File: src/lockctl_pkg.sv
// Purpose: shared constants for the lock and status pin controller
// Assumes: 250 MHz pclk, byte-wide flash bus, APB register access
// Notes: command bytes and flash timing are plain defaults, adjust per part
package lockctl_pkg;
  // ----------------------------------------------------------------------
  // clock and flash bus timing
  // ----------------------------------------------------------------------
  localparam int CLK_PS = 4000;
  localparam int WE_LOW_NS = 70;
  localparam int RD_ACCESS_NS = 150;
  localparam int STS_PULSE_NS = 250;
  // least times round up
  localparam int WE_LOW_CYC = (WE_LOW_NS * 1000 + CLK_PS - 1) / CLK_PS;
  localparam int RD_CYC = (RD_ACCESS_NS * 1000 + CLK_PS - 1) / CLK_PS;
  // typical pulse, rounded down; a low run beyond four of these is busy
  localparam int STS_PULSE_CYC = (STS_PULSE_NS * 1000) / CLK_PS;
  localparam int STS_PULSE_MAX = 4 * STS_PULSE_CYC;

  localparam int ADDR_W = 23;
  localparam int DQ_W = 8;
  localparam int CNT_W = 10;

  // ----------------------------------------------------------------------
  // flash command bytes
  // ----------------------------------------------------------------------
  localparam logic [7:0] CMD_CONFIG = 8'hB8;
  localparam logic [7:0] CMD_LOCK_SETUP = 8'h60;
  localparam logic [7:0] CMD_SET_CONFIRM = 8'h01;
  localparam logic [7:0] CMD_CLR_CONFIRM = 8'hD0;
  localparam logic [7:0] CMD_READ_STATUS = 8'h70;
  localparam logic [7:0] CMD_CLEAR_STATUS = 8'h50;

  // flash status byte bit positions
  localparam int SR_READY = 7;
  localparam int SR_CLR_ERR = 5;
  localparam int SR_PGM_ERR = 4;
  localparam int SR_SUPPLY = 3;
  localparam int SR_LOCKED = 1;

  // ----------------------------------------------------------------------
  // APB register map and fields
  // ----------------------------------------------------------------------
  localparam logic [11:0] REG_CTRL = 12'h000;
  localparam logic [11:0] REG_ADDR = 12'h004;
  localparam logic [11:0] REG_CFG = 12'h008;
  localparam logic [11:0] REG_STAT = 12'h00C;

  localparam int CTRL_GO = 31;
  localparam int CTRL_FRESET = 8;
  localparam int STAT_BUSY = 0;
  localparam int STAT_DONE = 1;
  localparam int STAT_REFUSED = 2;
  localparam int STAT_REPEAT = 3;
  localparam int STAT_AUTOCLR = 4;
  localparam int STAT_SR_LO = 8;
  localparam int STAT_STS = 16;
  localparam int STAT_MODE_LO = 17;
  localparam int STAT_CNT_LO = 24;

  typedef enum logic [2:0] {
    OP_NONE,
    OP_CONFIG,
    OP_SET_LOCK,
    OP_CLEAR_LOCK,
    OP_READ_STATUS,
    OP_CLEAR_STATUS
  } op_t;
endpackage

File: src/low_pulse_counter.sv
// Purpose: counts completion pulses on the status output pin
// Assumes: pin already synchronous to pclk
// Notes: a low run longer than the pulse limit is a busy level, not counted
`timescale 1ns/1ps
module low_pulse_counter #(
  parameter int MAX_LOW = 8
) (
  // clock and reset
  input wire logic pclk,
  input wire logic presetn,
  // pin and mode
  input wire logic pin,
  input wire logic enable,
  // result
  output logic [7:0] count
);
  import lockctl_pkg::*;

  logic [CNT_W-1:0] run;
  logic pin_q;

  // ----------------------------------------------------------------------
  // low run length
  // ----------------------------------------------------------------------
  always_ff @(posedge pclk or negedge presetn) begin
    if (!presetn) begin
      run <= '0;
      pin_q <= 1'b1;
    end else begin
      pin_q <= pin;
      if (pin) begin
        run <= '0;
      end else if (run != '1) begin
        run <= run + 1'b1;
      end
    end
  end

  // ----------------------------------------------------------------------
  // one count per rising edge after a short low run
  // ----------------------------------------------------------------------
  always_ff @(posedge pclk or negedge presetn) begin
    if (!presetn) begin
      count <= 8'h00;
    end else if (enable && pin && !pin_q && run != '0 &&
                 run <= CNT_W'(MAX_LOW)) begin
      count <= count + 8'h01;
    end
  end
endmodule

File: src/lock_sts_host.sv
// Purpose: host controller issuing lock and status pin config sequences
// Assumes: byte-wide asynchronous flash, APB software access
// Notes: one command at a time; a go while busy is refused, not queued
`timescale 1ns/1ps
// What this block does
// - set-lock is setup with block address, then confirm inside that block.
// - after set-lock, check program error flag and clear status if set.
// - clear-lock is a setup cycle then a confirm cycle.
// - after clear-lock, check clear-lock error flag and clear status if set.
// - an aborted clear-lock leaves bits undefined; the host flags it in the repeat status bit and software must repeat it.
module lock_sts_host (
  // clock and reset
  input wire logic pclk,
  input wire logic presetn,
  // apb slave
  input wire logic psel,
  input wire logic penable,
  input wire logic pwrite,
  input wire logic [11:0] paddr,
  input wire logic [31:0] pwdata,
  output logic [31:0] prdata,
  output logic pready,
  output logic pslverr,
  // flash bus
  output logic [lockctl_pkg::ADDR_W-1:0] flash_addr,
  input wire logic [lockctl_pkg::DQ_W-1:0] flash_dq_in,
  output logic [lockctl_pkg::DQ_W-1:0] flash_dq_out,
  output logic flash_dq_oe_n,
  output logic flash_ce_n,
  output logic flash_we_n,
  output logic flash_oe_n,
  output logic flash_reset_n,
  input wire logic flash_sts
);
  import lockctl_pkg::*;

  typedef enum logic [2:0] {
    S_IDLE, S_WSET, S_WLOW, S_WREL, S_RLOW, S_RREL
  } state_t;

  state_t state;
  op_t op;
  logic [ADDR_W-1:0] addr_reg;
  logic [1:0] cfg_code;
  logic [1:0] mode_mirror;
  logic [1:0] mode_pend;
  logic freset;
  logic [7:0] byte0, byte1;
  logic two_writes, poll, second;
  logic [CNT_W-1:0] tick;
  logic [7:0] sr_byte;
  logic done, refused, repeat_clr, autoclr, clr_pend;
  logic [7:0] pulse_cnt;
  logic wr_acc, rd_acc, go;
  logic sr_err;

  assign wr_acc = psel && penable && pwrite;
  assign rd_acc = psel && penable && !pwrite;
  assign go = wr_acc && paddr == REG_CTRL && pwdata[CTRL_GO];
  assign pready = 1'b1;
  assign pslverr = psel && penable && paddr != REG_CTRL &&
                   paddr != REG_ADDR && paddr != REG_CFG && paddr != REG_STAT;
  assign sr_err = flash_dq_in[SR_PGM_ERR] || flash_dq_in[SR_CLR_ERR] ||
                  flash_dq_in[SR_SUPPLY] ||
                  flash_dq_in[SR_LOCKED];

  // ----------------------------------------------------------------------
  // software settings
  // ----------------------------------------------------------------------
  always_ff @(posedge pclk or negedge presetn) begin
    if (!presetn) begin
      addr_reg <= '0;
      cfg_code <= 2'b00;
      freset <= 1'b0;
    end else if (wr_acc) begin
      if (paddr == REG_ADDR) begin
        addr_reg <= pwdata[ADDR_W-1:0];
      end
      if (paddr == REG_CFG) begin
        cfg_code <= pwdata[1:0];
      end
      if (paddr == REG_CTRL) begin
        freset <= pwdata[CTRL_FRESET];
      end
    end
  end

  assign flash_reset_n = !freset;

  // ----------------------------------------------------------------------
  // mirror of the device pin mode
  // ----------------------------------------------------------------------
  always_ff @(posedge pclk or negedge presetn) begin
    if (!presetn) begin
      mode_mirror <= 2'b00;
    end else if (freset) begin
      mode_mirror <= 2'b00;
    end else if (state == S_RREL && op == OP_CONFIG &&
                 flash_dq_in[SR_READY] && !clr_pend &&
                 !flash_dq_in[SR_PGM_ERR] && !flash_dq_in[SR_CLR_ERR]) begin
      mode_mirror <= mode_pend;
    end
  end

  // ----------------------------------------------------------------------
  // command sequencer
  // ----------------------------------------------------------------------
  always_ff @(posedge pclk or negedge presetn) begin
    if (!presetn) begin
      state <= S_IDLE;
      op <= OP_NONE;
      byte0 <= 8'h00;
      byte1 <= 8'h00;
      two_writes <= 1'b0;
      poll <= 1'b0;
      second <= 1'b0;
      tick <= '0;
      mode_pend <= 2'b00;
      clr_pend <= 1'b0;
    end else begin
      case (state)
        S_IDLE: begin
          second <= 1'b0;
          clr_pend <= 1'b0;
          tick <= '0;
          if (go && !freset) begin
            op <= op_t'(pwdata[2:0]);
            mode_pend <= cfg_code;
            state <= S_WSET;
            poll <= 1'b1;
            two_writes <= 1'b1;
            case (op_t'(pwdata[2:0]))
              OP_CONFIG: begin
                // reserved upper bits always written as zero
                byte0 <= CMD_CONFIG;
                byte1 <= {6'h00, cfg_code};
              end
              OP_SET_LOCK: begin
                byte0 <= CMD_LOCK_SETUP;
                byte1 <= CMD_SET_CONFIRM;
              end
              OP_CLEAR_LOCK: begin
                byte0 <= CMD_LOCK_SETUP;
                byte1 <= CMD_CLR_CONFIRM;
              end
              OP_READ_STATUS: begin
                byte0 <= CMD_READ_STATUS;
                two_writes <= 1'b0;
              end
              OP_CLEAR_STATUS: begin
                byte0 <= CMD_CLEAR_STATUS;
                two_writes <= 1'b0;
                poll <= 1'b0;
              end
              default: begin
                state <= S_IDLE;
              end
            endcase
          end
        end
        S_WSET: begin
          state <= S_WLOW;
          tick <= '0;
        end
        S_WLOW: begin
          tick <= tick + 1'b1;
          if (tick == CNT_W'(WE_LOW_CYC - 1)) begin
            state <= S_WREL;
          end
        end
        S_WREL: begin
          tick <= '0;
          if (two_writes && !second) begin
            second <= 1'b1;
            state <= S_WSET;
          end else if (poll) begin
            state <= S_RLOW;
          end else begin
            state <= S_IDLE;
          end
        end
        S_RLOW: begin
          tick <= tick + 1'b1;
          if (tick == CNT_W'(RD_CYC - 1)) begin
            state <= S_RREL;
          end
        end
        S_RREL: begin
          tick <= '0;
          if (!flash_dq_in[SR_READY]) begin
            state <= S_RLOW;
          end else if (sr_err && !clr_pend) begin
            // error seen: clear the flash status before reporting
            clr_pend <= 1'b1;
            byte0 <= CMD_CLEAR_STATUS;
            two_writes <= 1'b0;
            second <= 1'b0;
            poll <= 1'b0;
            state <= S_WSET;
          end else begin
            state <= S_IDLE;
          end
        end
        default: begin
          state <= S_IDLE;
        end
      endcase
    end
  end

  // ----------------------------------------------------------------------
  // flash pin drive
  // ----------------------------------------------------------------------
  always_ff @(posedge pclk or negedge presetn) begin
    if (!presetn) begin
      flash_addr <= '0;
      flash_dq_out <= 8'h00;
      flash_dq_oe_n <= 1'b1;
      flash_ce_n <= 1'b1;
      flash_we_n <= 1'b1;
      flash_oe_n <= 1'b1;
    end else begin
      // select and data outlast the write strobe by a clock for hold time
      flash_ce_n <= !(state == S_WSET || state == S_WLOW ||
                      state == S_WREL || state == S_RLOW);
      flash_we_n <= !(state == S_WSET || state == S_WLOW);
      // read strobe spans each S_RLOW read, one clock behind state, and is released for a clock between polls
      flash_oe_n <= !(state == S_RLOW);
      flash_dq_oe_n <= !(state == S_WSET || state == S_WLOW ||
                         state == S_WREL);
      if (state == S_WSET) begin
        // both cycles of a lock sequence use the same block address
        flash_addr <= addr_reg;
        flash_dq_out <= second ? byte1 : byte0;
      end
    end
  end

  // ----------------------------------------------------------------------
  // status capture and sticky flags
  // ----------------------------------------------------------------------
  always_ff @(posedge pclk or negedge presetn) begin
    if (!presetn) begin
      sr_byte <= 8'h00;
      done <= 1'b0;
      refused <= 1'b0;
      repeat_clr <= 1'b0;
      autoclr <= 1'b0;
    end else begin
      if (state == S_RREL && flash_dq_in[SR_READY] && !clr_pend) begin
        sr_byte <= flash_dq_in;
        autoclr <= sr_err;
        // failed clear leaves bits unknown; software must repeat it
        repeat_clr <= op == OP_CLEAR_LOCK &&
                      (flash_dq_in[SR_CLR_ERR] ||
                       flash_dq_in[SR_SUPPLY]);
      end
      if (go && state != S_IDLE) begin
        refused <= 1'b1;
      end else if (go) begin
        refused <= 1'b0;
      end
      // set wins over a software clear in the same cycle
      if ((state == S_RREL && flash_dq_in[SR_READY] && !sr_err) ||
          (state == S_WREL && !poll)) begin
        done <= 1'b1;
      end else if (wr_acc && paddr == REG_STAT && pwdata[STAT_DONE]) begin
        done <= 1'b0;
      end
    end
  end

  // ----------------------------------------------------------------------
  // status pin pulse counting
  // ----------------------------------------------------------------------
  low_pulse_counter #(
    .MAX_LOW(STS_PULSE_MAX)
  ) u_pulse (
    .pclk(pclk),
    .presetn(presetn),
    .pin(flash_sts),
    .enable(mode_mirror != 2'b00),
    .count(pulse_cnt)
  );

  // ----------------------------------------------------------------------
  // read data
  // ----------------------------------------------------------------------
  always_ff @(posedge pclk or negedge presetn) begin
    if (!presetn) begin
      prdata <= 32'h0000_0000;
    end else if (psel && !penable && !pwrite) begin
      case (paddr)
        REG_CTRL: prdata <= {23'h0, freset, 5'h00, op};
        REG_ADDR: prdata <= {9'h000, addr_reg};
        REG_CFG: prdata <= {30'h0, cfg_code};
        REG_STAT: prdata <= {pulse_cnt, 5'h00, mode_mirror, flash_sts,
                             sr_byte, 3'h0, autoclr, repeat_clr, refused,
                             done, state != S_IDLE};
        default: prdata <= 32'h0000_0000;
      endcase
    end
  end
endmodule

File: config.mk
export PLATFORM = sky130hd
export DESIGN_NAME = lock_sts_host
export DESIGN_NICKNAME = d
export VERILOG_FILES = /design/src/lockctl_pkg.sv /design/src/low_pulse_counter.sv /design/src/lock_sts_host.sv
export SDC_FILE = /design/constraint.sdc
export NUM_CORES = 1
export LEC_CHECK = 0
export BUFFER_PORTS_ARGS = -buffer_cell sky130_fd_sc_hd__buf_2
export CAP_MARGIN = 20
export CORE_AREA = 2 2 113 115
export DETAILED_ROUTE_END_ITERATION = 12
export DIE_AREA = 0 0 115 117
export PLACE_DENSITY = 0.79
export SETUP_SLACK_MARGIN = 0.02
export SYNTH_ARGS = -nofsm -noshare
export SYNTH_HDL_FRONTEND = slang
export SYNTH_SLANG_ARGS = --single-unit
export TNS_END_PERCENT = 50
File: constraint.sdc
create_clock -name pclk -period 4.6 [get_ports pclk]
set_input_delay 0 -clock pclk [delete_from_list [all_inputs] [get_ports pclk]]
set_output_delay 0 -clock pclk [all_outputs]
set_load 0.01 [all_outputs]
==> results.md <==
* Antenna violations before repair at 0
* Die ar. at 13500 um2
* Worst clock skew at 0.00698 ns
* Compound-gate portion of the synthesized area at 0.0930
* Filler instances at 876
* Die Ht at 117 um
* Hold WS at 0.0209 ns
* Final Cell Area at 8380 um2
* Register area share after synthesis at 0.570
* Crit-path max cell delay at 0.70 ns
* Status: finished, final reports clean
* Hold Vio Cnt, Final at 0
* # rows at 41
* Post-synth EDFFs at 0
* FF+latch area at 3830 um2
* GPL Wtd Cong at 0.793
* Layout cells sized above 1 at 0.273
* Final setup viols at 0
* Power Density at 393 nW/um2
* Ant diodes at 0
* Maximum clock frequency at 428 MHz
* Worst hold path class: primary input to flop
* Cells after synthesis at 580
* First-pass GRT wire length at 25100 um
* Multi-input combinational cell area at 2690 um2
* XOR/XNOR Fraction of Synth Area at 0.0273
* Tot GR Track Use at 0.242
* Commonest cells after routing, fill and taps aside: 148 x dfrtp_1, 115 x buf_2, 65 x nand2_1, 40 x nor2_1, 36 x dlygate4sd3_1
* Drt wl/cell at 17.9 um
* Placed Area at 7390 um2
* Worst EP required at 4.96 ns
* Pin count of the biggest net entering global routing at 107
* Setup TNS at 0 ns
* Worst-Skew Late Latency at 0.42 ns
* Tightest Pin Transition at 0.933 ns
* Hold Path Depth at 5
* Critical path destination: prdata[16]
* Num CTS Buffers at 17
* Post-CTS Resized at 0
* Static Leakage at 4.29 nW
* Synth cell types at 64
* Clock Pin Slew Worst Setup and Hold Paths at 0.06 ns
* CP startpoint: paddr[4]
* Most common cell after layout, fill and taps aside: dfrtp_1
* Post-Synth Simple-Gate Area at 0.158
* Post-synthesis adder-cell area fraction at 0.0130
* Die Span X at 115 um
* Synth top area cells: dfrtp_1 55%, mux2_2 4.7%, mux2_1 3.8%
* Via/cell ratio at 5.74
* RSZ-0062 raised after global routing: false
* CP Class: primary input to flop
* DRT antenna net count at 0
* Worst reg2reg endpoint: state[0]
* Worst Setup End Kind: flop
* CTS Sinks at 153
* Ys async rst share at 1.00
* Worst r2r path cells at 5
* DRC at 0
* Core region area at 12300 um2
* I/O Buffers at 116
* Crit path max fanout at 12
* Peak supply drop at 218 uV
* Drt pass-1 iters at 5
* Clk root buf: clkbuf_16
* Main synth FF type: dfrtp_1
* DRT iter0 DRCs at 354
* Final #Nets at 791
* Largest family of logic cells by synthesized area: simple AND/OR/NAND/NOR gates
* Starting Density at 0.547
* Leading area contributor after synthesis: dfrtp_1
* Arr. time, crit path at 2.69 ns
* Worst setup SP type: primary input
* FF-to-FF Start: state[1]
* Worst path cell trace: dlygate4sd3_1 > buf_2 > nor4_1 > nand2_1 > nor3_2 > buf_4 > a221o_1
* Post-synthesis mux area share at 0.107
* Number of global-route vias before repair at 5071
* DP HPWL at 10400 um
* Clock period minus worst slack at 2.34 ns
* Relative slew slack at 0.378
* Synth-to-Final Area Change at 24.4%
* Syn_area_per_cell at 11.6 um2
* Period Utilization, post-route at 0.508
* Max-slew violation count at 0
* CTS tree: yes
* CTS Buffer Depth at 2
* Max Cap Viol at 0
* I/O pins at 128
* Synth Cell Area at 6730 um2
* Largest register FFs at 31
* YS warnings at 0
* Total Wirelength at 15900 um
* Via count at 5106
* GRT Residual Overflow at 0
* Slowest cell on crit path: nor3_2
* H-Tree Depth at 4
* Worst R2R Setup Slack at 2.38 ns
* Synth top area share at 0.550
* Synth Register Bits at 153
kinds of logic after synthesis:
logic type / Yosys count
AND/OR/NAND/NOR: 202
other: 2
multiplexers: 64
flip-flops: 153
AO/OA/AOI/OAI: 85
XOR/XNOR: 21
buffers and inverters: 46
adder cells (fa/ha/maj): 7
cells in the mapped netlist (all sizes together) (13+ instances only):
master / instances
clkbuf: 15
dfrtp: 148
and2: 14
nand3: 13
nor2: 45
a22o: 16
mux2: 51
nand2: 65
o21ai: 19
buf: 15
a221o: 13
inv: 16
cell type report:
class	count	area share
inverter	16	0.00717
multi-input combinational	382	0.321
sequential	153	0.458
clock buffer	21	0.0574
clock inverter	11	0.0170
tap	150	0.0224
timing repair buffer	156	0.117
per-stage QoR:
| step | setup slack, ns | power [mW] | util | std cells |
|---|---|---|---|---|
| global placement | 2.36 | 1.83 | 0.600 | 821 |
| global route | 2.16 | 3.42 | 0.680 | 889 |
| finish | 2.26 | 3.30 | 0.680 | 889 |
| floorplan | 2.81 | 1.71 | - | 581 |
| CTS | 2.27 | 3.32 | 0.680 | 889 |
| detailed placement | 2.31 | 1.85 | 0.600 | 821 |
worst min-delay path by stage:
stage	startpoint	endpoint	slack, ns
finish	paddr[8]	prdata[0]	0.02
global route	paddr[8]	prdata[0]	0.02
CTS	paddr[8]	prdata[0]	0.004
detailed placement	presetn	prdata[27]	0.17
global placement	presetn	prdata[27]	0.16
floorplan	presetn	addr_reg[0]	-0.30
per-layer routing:
metal  part of all wire  GRT usage  vias up
met2               0.49      0.391      169
met3              0.050     0.0613       22
met1               0.44      0.315     2564
met5                  0          0        -
li1                   -          -     2351
met4              0.016      0.100        0
what timing repair did:
item | CTS | global route
buffers inserted | 0 | 0
hold buffers | 36 | 0
endpoints found under the hold margin | 159 | 0
worst max-delay path: cells and delay by family:
family,cells,cell delay [ns]
and+or+nand+nor,3,1.54
buffers and inverters,3,0.98
AOI/OAI and AO/OA,1,0.16
power breakdown:
group	total, mW	switching (mW)	internal, mW
logic	0.377	0.224	0.153
clock network	1.45	0.537	0.909
registers	1.47	0.0681	1.40
total	3.30	0.829	2.47
(Power assumes the default switching activity.)
